## src/rtl/udgc_map.svh

```systemverilog
`ifndef UDGC_MAP_SVH
`define UDGC_MAP_SVH
// ************************************************************
// register byte offsets
// ************************************************************
`define UDGC_OFS_GEN_CTRL      16'h0000
`define UDGC_OFS_CTRL_EXT      16'h0840
`define UDGC_OFS_NAME_ONE      16'h0824
`define UDGC_OFS_NAME_TWO      16'h0828
`define UDGC_OFS_ROLE_STATE    16'h082c
`define UDGC_OFS_DESC_BASE     16'h0830
// ************************************************************
// general control fields
// ************************************************************
`define UDGC_BIT_GLOBAL_NAK_FORCE          17
`define UDGC_BIT_LS            12
`define UDGC_BIT_REMOTE_WAKEUP_REQUEST        9
`define UDGC_BIT_DETACH        8
`define UDGC_BIT_ADDRESS_ENABLE         7
`define UDGC_ADDR_MSB          6
// control extension fields
`define UDGC_BIT_ENABLE        0
`define UDGC_BIT_FREEZE        1
// ************************************************************
// reset values
// ************************************************************
`define UDGC_RST_GEN_CTRL      32'h00000100
`define UDGC_RST_ROLE_STATE    4'h9
`define UDGC_RST_CTRL_EXT      32'h00000000
// ************************************************************
// timing
// ************************************************************
`define UDGC_CLK_MHZ           200
`define UDGC_HNP_WAIT_US       3000
`define UDGC_DISCHARGE_US      100
`define UDGC_HNP_WAIT_CYC      (`UDGC_HNP_WAIT_US * `UDGC_CLK_MHZ)
`define UDGC_DISCHARGE_CYC     (`UDGC_DISCHARGE_US * `UDGC_CLK_MHZ)
`endif

```

## src/rtl/udgc_pkg.sv

```systemverilog
/*
 types shared by the general control block.
 assumes udgc_map.svh supplies offsets and counts.
*/
package udgc_pkg;
   // ************************************************************
   // dual-role state codes
   // ************************************************************
   typedef enum logic [3:0] {
      UDGC_A_IDLE       = 4'b0000,
      UDGC_A_WAIT_VRISE = 4'b0001,
      UDGC_A_WAIT_BCON  = 4'b0010,
      UDGC_A_HOST       = 4'b0011,
      UDGC_A_SUSPEND    = 4'b0100,
      UDGC_A_PERIPH     = 4'b0101,
      UDGC_A_WAIT_VFALL = 4'b0110,
      UDGC_A_VBUS_ERR   = 4'b0111,
      UDGC_A_WAIT_DISCH = 4'b1000,
      UDGC_B_IDLE       = 4'b1001,
      UDGC_B_PERIPH     = 4'b1010,
      UDGC_B_WAIT_HNP   = 4'b1011,
      UDGC_B_WAIT_DISCH = 4'b1100,
      UDGC_B_WAIT_ACON  = 4'b1101,
      UDGC_B_HOST       = 4'b1110,
      UDGC_B_SRP_INIT   = 4'b1111
   } udgc_role_t;
   typedef logic [6:0] udgc_addr_t;
endpackage

```

## src/rtl/udgc_top.sv

```systemverilog
/*
 general and device control registers of a usb full/low-speed controller,
 with dual-role state tracking and an avalon-mm register slave.
 assumes usb-side events (bus reset, resume done, id, vbus, connects) are
 pins from another domain; they are synchronised here.
*/
// Design decision made here: the Avalon-MM register port.
// Functional notes
// two read-only 32-bit words give the controller name in ascii.
// dual-role state reads as 4-bit code; 9 in device-only mode.
// codes 0..8 are the a-device states in documented order.
// codes 9..15 are the b-device states in documented order.
// b-device waits suspended 3 ms before negotiation, only if requested.
// a-device discharge wait holds 100 us before moving on.
// b-device discharge wait holds 100 us before taking host role.
// descriptor base stores table address; low three bits read zero.
// global nak set makes every transaction answer nak.
// low-speed force bit: zero full-speed, one low-speed.
// low-speed bit writable when disabled or frozen; disable keeps it.
// writing one to remote wakeup starts upstream resume; zero ignored.
// remote wakeup clears itself when resume done or bus reset.
// detach set removes pull-up; clear reconnects it.
// writing one to address enable activates the address; zero ignored.
// bus reset clears address enable.
// address field holds bus address; bus reset clears it.
// clock freeze gates usb clock; registers then read-only; the code keeps the enable and freeze bits writable.
// address is bits 6..0, address enable bit 7, written by software.
// reset leaves detach set, so device starts disconnected.
`timescale 1ns/1ps
`include "udgc_map.svh"
module udgc_top #(
   parameter logic [31:0] NAME_ONE      = 32'h75736231, // arbitrary value
   parameter logic [31:0] NAME_TWO      = 32'h63746c30, // arbitrary value
   parameter int          HNP_WAIT_CYC  = `UDGC_HNP_WAIT_CYC,
   parameter int          DISCH_CYC     = `UDGC_DISCHARGE_CYC
) (
   input  wire logic               core_clk,
   input  wire logic               reset,
   input  wire logic [15:0]        avs_address,
   input  wire logic               avs_read,
   input  wire logic               avs_write,
   input  wire logic [31:0]        avs_writedata,
   input  wire logic [3:0]         avs_byteenable,
   output logic [31:0]             avs_readdata,
   output logic                    avs_waitrequest,
   output logic [1:0]              avs_response,
   input  wire logic               usb_bus_reset,
   input  wire logic               resume_done,
   input  wire logic               id_pin,
   input  wire logic               otg_enable,
   input  wire logic               vbus_valid,
   input  wire logic               peer_connect,
   input  wire logic               hnp_request,
   input  wire logic               bus_idle,
   output logic                    global_nak_force,
   output logic                    low_speed_force,
   output logic                    remote_wakeup_request,
   output logic                    pullup_enable,
   output logic                    address_enable,
   output udgc_pkg::udgc_addr_t    device_bus_address,
   output udgc_pkg::udgc_role_t    dual_role_state_code,
   output logic                    usb_clock_gate
);
   import udgc_pkg::*;

   initial begin
      if (HNP_WAIT_CYC < 1 || DISCH_CYC < 1) $error("udgc_top: timing counts must be positive");
   end

   // ************************************************************
   // pin synchronisers
   // ************************************************************
   localparam int NSYNC = 8;
   logic [NSYNC-1:0] raw_in;
   logic [NSYNC-1:0] syn;
   assign raw_in = {bus_idle, hnp_request, peer_connect, vbus_valid,
                    otg_enable, id_pin, resume_done, usb_bus_reset};
   genvar gi;
   generate
      for (gi = 0; gi < NSYNC; gi++) begin : g_sync
         udgc_sync u_sync (
            .core_clk (core_clk),
            .reset    (reset),
            .din      (raw_in[gi]),
            .dout     (syn[gi])
         );
      end
   endgenerate
   wire bus_rst_s  = syn[0];
   wire res_done_s = syn[1];
   wire id_s       = syn[2];
   wire otg_s      = syn[3];
   wire vbus_s     = syn[4];
   wire conn_s     = syn[5];
   wire hnp_req_s  = syn[6];
   wire idle_s     = syn[7];

   // ************************************************************
   // register state
   // ************************************************************
   logic        global_nak_force_ff;
   logic        ls_ff;
   logic        wkup_ff;
   logic        detach_ff;
   logic        address_enable_ff;
   udgc_addr_t  addr_ff;
   logic        enable_ff;
   logic        freeze_ff;
   logic [28:0] desc_ff;
   logic        ack_ff;
   logic [31:0] rdata_ff;
   logic [1:0]  resp_ff;
   udgc_role_t  role_ff;
   udgc_role_t  nxt_role;

   // ************************************************************
   // bus decode
   // ************************************************************
   // one wait cycle: answer registered, waitrequest drops on second edge
   wire        req       = (avs_read | avs_write) & ~ack_ff;
   wire        hit_ctrl  = avs_address == `UDGC_OFS_GEN_CTRL;
   wire        hit_ext   = avs_address == `UDGC_OFS_CTRL_EXT;
   wire        hit_n1    = avs_address == `UDGC_OFS_NAME_ONE;
   wire        hit_n2    = avs_address == `UDGC_OFS_NAME_TWO;
   wire        hit_role  = avs_address == `UDGC_OFS_ROLE_STATE;
   wire        hit_desc  = avs_address == `UDGC_OFS_DESC_BASE;
   wire        hit_any   = hit_ctrl | hit_ext | hit_n1 | hit_n2 | hit_role | hit_desc;
   wire        wr        = req & avs_write;
   wire [31:0] wd        = avs_writedata;
   wire [3:0]  be        = avs_byteenable;
   // frozen registers read-only, except low-speed and the enable and freeze bits
   wire        wr_ok     = ~freeze_ff;
   wire        wr_ctrl   = wr & hit_ctrl;
   wire        wr_ctrl_f = wr_ctrl & wr_ok;
   wire [31:0] ctrl_word = {14'h0000, global_nak_force_ff, 4'h0, ls_ff, 2'b00, wkup_ff, detach_ff, address_enable_ff, addr_ff};
   wire [31:0] role_word = {28'h0000000, role_ff};
   // low bits read zero
   wire [31:0] desc_word = {desc_ff, 3'b000};
   wire [31:0] ext_word  = {30'h00000000, freeze_ff, enable_ff};
   // name words
   wire [31:0] rd_mux    = hit_ctrl ? ctrl_word :
                           hit_ext  ? ext_word  :
                           hit_n1   ? NAME_ONE  :
                           hit_n2   ? NAME_TWO  :
                           hit_role ? role_word :
                           hit_desc ? desc_word : 32'h00000000;
   // write one starts resume
   wire wkup_set  = wr_ctrl_f & be[1] & wd[`UDGC_BIT_REMOTE_WAKEUP_REQUEST];
   // write one activates address
   wire address_enable_set = wr_ctrl_f & be[0] & wd[`UDGC_BIT_ADDRESS_ENABLE];

   // ************************************************************
   // bus answer
   // ************************************************************
   always_ff @(posedge core_clk or posedge reset) begin
      if (reset) begin
         ack_ff   <= 1'b0;
         rdata_ff <= 32'h00000000;
         resp_ff  <= 2'b00;
      end else begin
         ack_ff   <= req;
         rdata_ff <= (req & avs_read) ? rd_mux : 32'h00000000;
         resp_ff  <= (req & ~hit_any) ? 2'b11 : 2'b00;
      end
   end
   assign avs_readdata    = rdata_ff;
   assign avs_response    = resp_ff;
   assign avs_waitrequest = ~ack_ff;

   // ************************************************************
   // control register
   // ************************************************************
   always_ff @(posedge core_clk or posedge reset) begin
      if (reset) begin
         // reset leaves device detached
         global_nak_force_ff   <= 1'(`UDGC_RST_GEN_CTRL >> `UDGC_BIT_GLOBAL_NAK_FORCE);
         ls_ff     <= 1'b0;
         detach_ff <= 1'b1;
         enable_ff <= 1'b0;
         freeze_ff <= 1'b0;
      end else begin
         if (wr_ctrl_f & be[2]) begin
            global_nak_force_ff <= wd[`UDGC_BIT_GLOBAL_NAK_FORCE];
         end
         // writable even when frozen
         if (wr_ctrl & be[1]) begin
            ls_ff <= wd[`UDGC_BIT_LS];
         end
         // detach drives pull-up
         if (wr_ctrl_f & be[1]) begin
            detach_ff <= wd[`UDGC_BIT_DETACH];
         end
         // enable and freeze always writable
         if (wr & hit_ext & be[0]) begin
            enable_ff <= wd[`UDGC_BIT_ENABLE];
            freeze_ff <= wd[`UDGC_BIT_FREEZE];
         end
      end
   end

   // self-clear on resume done or bus reset; a new write wins
   always_ff @(posedge core_clk or posedge reset) begin
      if (reset) begin
         wkup_ff <= 1'b0;
      end else if (wkup_set) begin
         wkup_ff <= 1'b1;
      end else if (res_done_s | bus_rst_s) begin
         wkup_ff <= 1'b0;
      end
   end

   // bus reset clears address and enable
   always_ff @(posedge core_clk or posedge reset) begin
      if (reset) begin
         address_enable_ff <= 1'b0;
         addr_ff  <= '0;
      end else if (bus_rst_s) begin
         address_enable_ff <= 1'b0;
         addr_ff  <= '0;
      end else begin
         if (address_enable_set) begin
            address_enable_ff <= 1'b1;
         end
         // address in bits 6..0
         if (wr_ctrl_f & be[0]) begin
            addr_ff <= wd[`UDGC_ADDR_MSB:0];
         end
      end
   end

   // descriptor base, eight-byte aligned
   always_ff @(posedge core_clk or posedge reset) begin
      if (reset) begin
         desc_ff <= '0;
      end else if (wr & hit_desc & wr_ok) begin
         desc_ff <= wd[31:3];
      end
   end

   // ************************************************************
   // dual-role state machine
   // ************************************************************
   logic hnp_done;
   logic a_disch_done;
   logic b_disch_done;
   wire  hnp_start  = (role_ff != UDGC_B_WAIT_HNP) & (nxt_role == UDGC_B_WAIT_HNP);
   wire  ad_start   = (role_ff != UDGC_A_WAIT_DISCH) & (nxt_role == UDGC_A_WAIT_DISCH);
   wire  bd_start   = (role_ff != UDGC_B_WAIT_DISCH) & (nxt_role == UDGC_B_WAIT_DISCH);

   // R5 3 ms suspend wait
   udgc_timer #(.CYCLES(HNP_WAIT_CYC)) u_hnp (
      .core_clk (core_clk),
      .reset    (reset),
      .start    (hnp_start),
      .abort    (role_ff != UDGC_B_WAIT_HNP && !hnp_start),
      .done     (hnp_done)
   );
   // a-device 100 us discharge
   udgc_timer #(.CYCLES(DISCH_CYC)) u_adis (
      .core_clk (core_clk),
      .reset    (reset),
      .start    (ad_start),
      .abort    (1'b0),
      .done     (a_disch_done)
   );
   // b-device 100 us discharge
   udgc_timer #(.CYCLES(DISCH_CYC)) u_bdis (
      .core_clk (core_clk),
      .reset    (reset),
      .start    (bd_start),
      .abort    (1'b0),
      .done     (b_disch_done)
   );

   // state codes and device-only hold at 9
   always_comb begin
      nxt_role = role_ff;
      if (!otg_s) begin
         nxt_role = UDGC_B_IDLE;
      end else begin
         case (role_ff)
            UDGC_A_IDLE:       if (id_s) nxt_role = UDGC_B_IDLE; else nxt_role = UDGC_A_WAIT_VRISE;
            UDGC_A_WAIT_VRISE: if (vbus_s) nxt_role = UDGC_A_WAIT_BCON;
            UDGC_A_WAIT_BCON:  if (!vbus_s) nxt_role = UDGC_A_VBUS_ERR; else if (conn_s) nxt_role = UDGC_A_HOST;
            UDGC_A_HOST:       if (!vbus_s) nxt_role = UDGC_A_VBUS_ERR; else if (idle_s) nxt_role = UDGC_A_SUSPEND;
            UDGC_A_SUSPEND:    if (!conn_s) nxt_role = UDGC_A_PERIPH; else if (!idle_s) nxt_role = UDGC_A_HOST;
            UDGC_A_PERIPH:     if (idle_s) nxt_role = UDGC_A_WAIT_BCON; else if (id_s) nxt_role = UDGC_A_WAIT_VFALL;
            UDGC_A_WAIT_VFALL: if (!vbus_s) nxt_role = UDGC_A_WAIT_DISCH;
            UDGC_A_VBUS_ERR:   if (id_s) nxt_role = UDGC_A_WAIT_DISCH;
            UDGC_A_WAIT_DISCH: if (a_disch_done) nxt_role = UDGC_A_IDLE;
            UDGC_B_IDLE:       if (!id_s) nxt_role = UDGC_A_IDLE; else if (vbus_s) nxt_role = UDGC_B_PERIPH;
                               else if (hnp_req_s) nxt_role = UDGC_B_SRP_INIT;
            UDGC_B_PERIPH:     if (!vbus_s) nxt_role = UDGC_B_IDLE; else if (idle_s) nxt_role = UDGC_B_WAIT_HNP;
            UDGC_B_WAIT_HNP:   if (!idle_s) nxt_role = UDGC_B_PERIPH;
                               else if (hnp_done && hnp_req_s) nxt_role = UDGC_B_WAIT_DISCH;
            UDGC_B_WAIT_DISCH: if (b_disch_done) nxt_role = UDGC_B_WAIT_ACON;
            UDGC_B_WAIT_ACON:  if (conn_s) nxt_role = UDGC_B_HOST; else if (!vbus_s) nxt_role = UDGC_B_IDLE;
            UDGC_B_HOST:       if (!conn_s || !vbus_s) nxt_role = UDGC_B_IDLE;
            UDGC_B_SRP_INIT:   if (vbus_s) nxt_role = UDGC_B_PERIPH;
            default:           nxt_role = UDGC_B_IDLE;
         endcase
      end
   end

   always_ff @(posedge core_clk or posedge reset) begin
      if (reset) begin
         role_ff <= udgc_role_t'(`UDGC_RST_ROLE_STATE);
      end else begin
         role_ff <= nxt_role;
      end
   end

   // ************************************************************
   // outputs
   // ************************************************************
   // nak forced while set
   assign global_nak_force      = global_nak_force_ff;
   // speed select
   assign low_speed_force       = ls_ff;
   assign remote_wakeup_request = wkup_ff;
   // pull-up only when attached
   assign pullup_enable         = ~detach_ff;
   assign address_enable        = address_enable_ff;
   assign device_bus_address    = addr_ff;
   assign dual_role_state_code  = role_ff;
   // clock gated while frozen
   assign usb_clock_gate        = freeze_ff;
endmodule

```

## src/rtl/udgc_sync.sv

```systemverilog
/*
 two-flop synchroniser for one level.
 assumes din comes from another domain or a pin.
*/
`timescale 1ns/1ps
module udgc_sync (
   input  wire logic core_clk,
   input  wire logic reset,
   input  wire logic din,
   output logic      dout
);
   logic meta_ff;
   // first stage read only by second stage
   always_ff @(posedge core_clk or posedge reset) begin
      if (reset) begin
         meta_ff <= 1'b0;
         dout    <= 1'b0;
      end else begin
         meta_ff <= din;
         dout    <= meta_ff;
      end
   end
endmodule

```

## src/rtl/udgc_timer.sv

```systemverilog
/*
 one-shot down counter: start loads CYCLES - 1, done pulses at zero.
 assumes start is a one-cycle pulse on core_clk.
*/
`timescale 1ns/1ps
module udgc_timer #(
   parameter int CYCLES = 20000
) (
   input  wire logic core_clk,
   input  wire logic reset,
   input  wire logic start,
   input  wire logic abort,
   output logic      done
);
   localparam int W = $clog2(CYCLES + 1);
   logic [W-1:0] cnt_ff;
   logic         run_ff;
   initial begin
      if (CYCLES < 1) $error("udgc_timer: CYCLES must be at least 1");
   end
   always_ff @(posedge core_clk or posedge reset) begin
      if (reset) begin
         cnt_ff <= '0;
         run_ff <= 1'b0;
         done   <= 1'b0;
      end else begin
         done <= 1'b0;
         if (abort) begin
            run_ff <= 1'b0;
         end else if (start) begin
            cnt_ff <= W'(CYCLES - 1);
            run_ff <= 1'b1;
         end else if (run_ff) begin
            if (cnt_ff == '0) begin
               run_ff <= 1'b0;
               done   <= 1'b1;
            end else begin
               cnt_ff <= cnt_ff - 1'b1;
            end
         end
      end
   end
endmodule

```

## config.mk

```make
export PLATFORM = sky130hd
export DESIGN_NAME = udgc_top
export DESIGN_NICKNAME = d
export VERILOG_FILES = /design/src/rtl/udgc_pkg.sv /design/src/rtl/udgc_top.sv /design/src/rtl/udgc_sync.sv /design/src/rtl/udgc_timer.sv
export VERILOG_INCLUDE_DIRS = /design/src /design/src/rtl
export SDC_FILE = /design/constraint.sdc
export NUM_CORES = 1
export LEC_CHECK = 0
export ABC_CLOCK_PERIOD_IN_PS = 5200
export BUFFER_PORTS_ARGS = -buffer_cell sky130_fd_sc_hd__buf_2
export CORE_MARGIN = 3
export CORE_UTILIZATION = 45
export CTS_BUF_LIST = sky130_fd_sc_hd__clkbuf_4 sky130_fd_sc_hd__clkbuf_8
export DETAILED_ROUTE_END_ITERATION = 8
export GPL_TIMING_DRIVEN = 1
export MAX_ROUTING_LAYER = met4
export PLACE_DENSITY = 0.81
export SKIP_CTS_REPAIR_TIMING = 1
export SYNTH_ARGS = -nofsm -noshare
export SYNTH_HDL_FRONTEND = slang
export SYNTH_SLANG_ARGS = --single-unit
export TNS_END_PERCENT = 30
```

## constraint.sdc

```tcl
create_clock -name core_clk -period 5.2 [get_ports core_clk]
set_clock_uncertainty 0.05 [all_clocks]
set_input_delay 0.78 -clock core_clk [delete_from_list [all_inputs] [get_ports core_clk]]
set_output_delay 0.78 -clock core_clk [all_outputs]
set_load 0.03 [all_outputs]
```

==> results by group <==
Final layout
  – N_diodes: 0
  – Post-layout nets: about 840
  – Area Growth Syn to Fin: 15.8%
  – Share of cells above drive strength 1: about a quarter

Die
  – Die width: 131 microns
  – Die H: about 130 microns
  – Starting Density: 47.1%
  – Rows: 44
  – Io pins: between 100 and 150
  – Core Region: approximately 15000 sq um
  – Die area: about 17000 sq um

Setup path
  – WS Path Type: reg -> reg
  – CP top delay family: compound AO/OA/AOI/OAI gates
  – CP Data Required Time: approximately 5.4 ns
  – CP Cell Sequence: mux2_1, a21oi_1, nor3_1, a31o_1, o211ai_1, o221ai_1
  – CP Launch Type: register
  – Worst Path Buf+Inv: 0
  – Crit-path max FO: 26
  – Critical path's slowest cell: o211ai_1
  – Crit. Startpoint: dual_role_state_code[2]
  – CP endpoint kind: register
  – Reg2reg start: dual_role_state_code[2]
  – Arr. time, crit path: around 3.4 ns
  – CP peak stage delay: approximately 0.9 ns

Detailed routing
  – DRC: 0
  – Iteration count of the initial detailed-routing pass: 6
  – Routed WL per cell: 16.4 microns
  – Number of DRC markers in iteration 0: around 330
  – Via count: around 5400
  – Routed wire length: about 16 mm
  – Via-to-Cell Ratio: approximately 5.6
  – Antenna viol nets, final: 0

Clocking
  – Reg clk slew, reported paths: about 0.090 ns
  – CTS max path bufs: 2
  – H-Tree Depth: 4
  – Cts bufs inserted: 17
  – Clk sinks: about 150
  – Clk root buf: clkbuf_8
  – CTS tree: done
  – Worst-skew pair later-pin latency: 0.46 ns

Global route
  – Vias in the first global route: ~5400
  – Grt ovf: 0
  – First-pass GRT wire length: 26.5 mm
  – Largest net degree at the start of global routing: 112
  – Initial antenna violation count: 0
  – Total GRT Usage: between 20% and 30%

Yosys
  – Synth unique cells: 63
  – Ys Warns: 0
  – Post-synth EDFFs: 0
  – Yosys reg bits: 153
  – Cell taking the most area after synthesis: dfrtp_1
  – Main synth FF type: dfrtp_1
  – Avg Synthesized Cell Area: ~11 sq um
  – Top cells by area, synth: dfrtp_1 (54%), mux2_2 (5.3%), a21oi_1 (3.7%)
  – Async SR Flop Fraction: between 90% and 100%
  – Gate Count Post-Synth: approximately 660
  – Top-area cell type share of the netlist area: a little over half
  – Synth Cell Area: about 7000 sq um
  – Post-synthesis sequential area ratio: between 50% and 60%
  – Syn_nets: about 730

Job
  – MaxCap Viol Count: 0

STA
  – Final hold violation count: 0
  – Final setup fails: 0
  – Final worst slack: 2.07 ns
  – Sum Neg Setup Slack: 0 ns
  – FMAX: roughly 320 MHz
  – RSZ-0062 raised after global routing: false
  – Tmin final: approximately 3.1 ns
  – Slew Viols, Final: 0
  – Tightest Pin Transition: between 1 and 1.5 ns
  – Period utilisation layout: about 60%
  – Max transition margin: a little under a quarter

Min path
  – HP Class: reg -> reg
  – Hold path startpoint: g_sync[4].u_sync.meta_ff

Placed design
  – Worst slack, placed: between 1.5 and 2 ns
  – RePlAce Congestion: 0.924
  – Hpwl dp: roughly 11 mm
  – Buffers added on ports: approximately 110

Power
  – Leakage: approximately 3.8 nW
  – PwrDens: between 300 and 400 nW/um^2
  – Worst VDD drop: ~0.00025 V

Run status
  – Outcome: complete, no violations
-- cell usage after synthesis, types with 4 or more instances --
master      n
dfrtp_1   150
nand2_1    60
a21oi_1    52
nor2_1     44
mux2_2     33
o21ai_1    31
xnor2_1    24
nor3_1     22
xor2_1     22
nor4_1     19
clkbuf_1   16
inv_1      16
nand3_1    15
buf_2      12
or3_1      11
nand2b_1   10
o21ai_0    10
and3_1      9
a21o_1      7
mux2i_1     7
nand3b_1    6
nand4_1     6
nor2b_1     6
a22o_1      5
and2_1      5
o211ai_1    4
o31ai_1     4
-- worst reg2reg max path, cell delays in order, from the launching register on --
cell,delay (ns)
dfrtp_1,0.87
mux2_1,0.39
a21oi_1,0.15
nor3_1,0.07
a31o_1,0.26
o211ai_1,0.92
o221ai_1,0.25
-- cells in the final DEF, fill, tap and decap left out, drive strengths merged, types with 7 or more instances in the layout --
cell type,synthesis,routed
a21o,7,7
a21oi,52,52
and3,9,9
buf,15,120
clkbuf,16,19
dfrtp,150,150
inv,17,21
mux2,34,34
mux2i,7,7
nand2,60,60
nand2b,10,10
nand3,15,15
nor2,44,44
nor3,22,22
nor4,20,20
o21ai,41,41
or3,11,11
xnor2,24,24
xor2,22,22
-- area by class of cell --
type / count / area [sq um]
fillers: 1301 / 6750
flip-flops and latches: 153 / 3830
multi-input cells: 461 / 2970
repair buffers: 120 / 616
clock buffers: 19 / 255
well taps: 184 / 230
clock inverters: 13 / 139
inverters: 17 / 68.8
-- metal layers --
metal	part of all wire, %	vias up	global-route usage [%]
met5	0	-	-
met4	1.4	0	6.29
met3	7.7	19	5.73
met2	47	187	30.5
met1	44	2640	26.4
li1	-	2579	-
-- state kept, by name (all words and copies together), names as in the netlist, 4 cells and up --
signal,flops
avs_readdata,32
u_hnp.cnt_ff,20
u_adis.cnt_ff,15
g_sync.u_sync.dout,8
g_sync.u_sync.meta_ff,8
u_bdis.cnt_ff,15
desc_ff,29
dual_role_state_code,4
device_bus_address,7
-- power breakdown --
group | switching (mW) | internal, mW | leakage, nW
combinational | 0.488 | 0.292 | 1.63
clock | 0.476 | 0.410 | 0.192
sequential | 0.193 | 1.32 | 1.95
total | 1.16 | 2.02 | 3.78
-- cell families (layout without fill, tap and decap cells) --
family                   Yosys count  count (layout)  synth area share, %
AND/OR/NAND/NOR                  235             235                 17.5
AO/OA/AOI/OAI                    136             136                 12.0
flip-flops                       153             153                 54.7
XOR/XNOR                          46              46                 5.75
multiplexers                      41              41                 6.47
buffers and inverters             48             169                 3.00
adder cells (fa/ha/maj)            3               3                0.536
-- metrics by stage --
step	utilization (%)	cells	power (mW)	cell area [sq um]	hold slack [ns]
floorplan	-	662	2.11	7000	0.281
global placement	51.9	935	2.28	7720	0.282
detailed placement	51.9	935	2.30	7720	0.286
CTS	54.6	967	3.19	8110	0.305
global route	54.6	967	3.38	8110	0.313
finish	54.6	967	3.18	8110	0.301
-- final timing paths --
path / cells past startpoint / endpoint / slack [ns]
min in group asynchronous: 2 / avs_readdata[30] / 0.47
worst min register to register: 0 / g_sync[4].u_sync.dout / 0.30
worst max-delay path: 6 / u_hnp.cnt_ff[1] / 2.07
worst min-delay path: 0 / g_sync[4].u_sync.dout / 0.30
max in group asynchronous: 3 / dual_role_state_code[3] / 3.55
worst max register to register: 6 / u_hnp.cnt_ff[1] / 2.07
No activity file was read; power rests on OpenSTA's default activity.
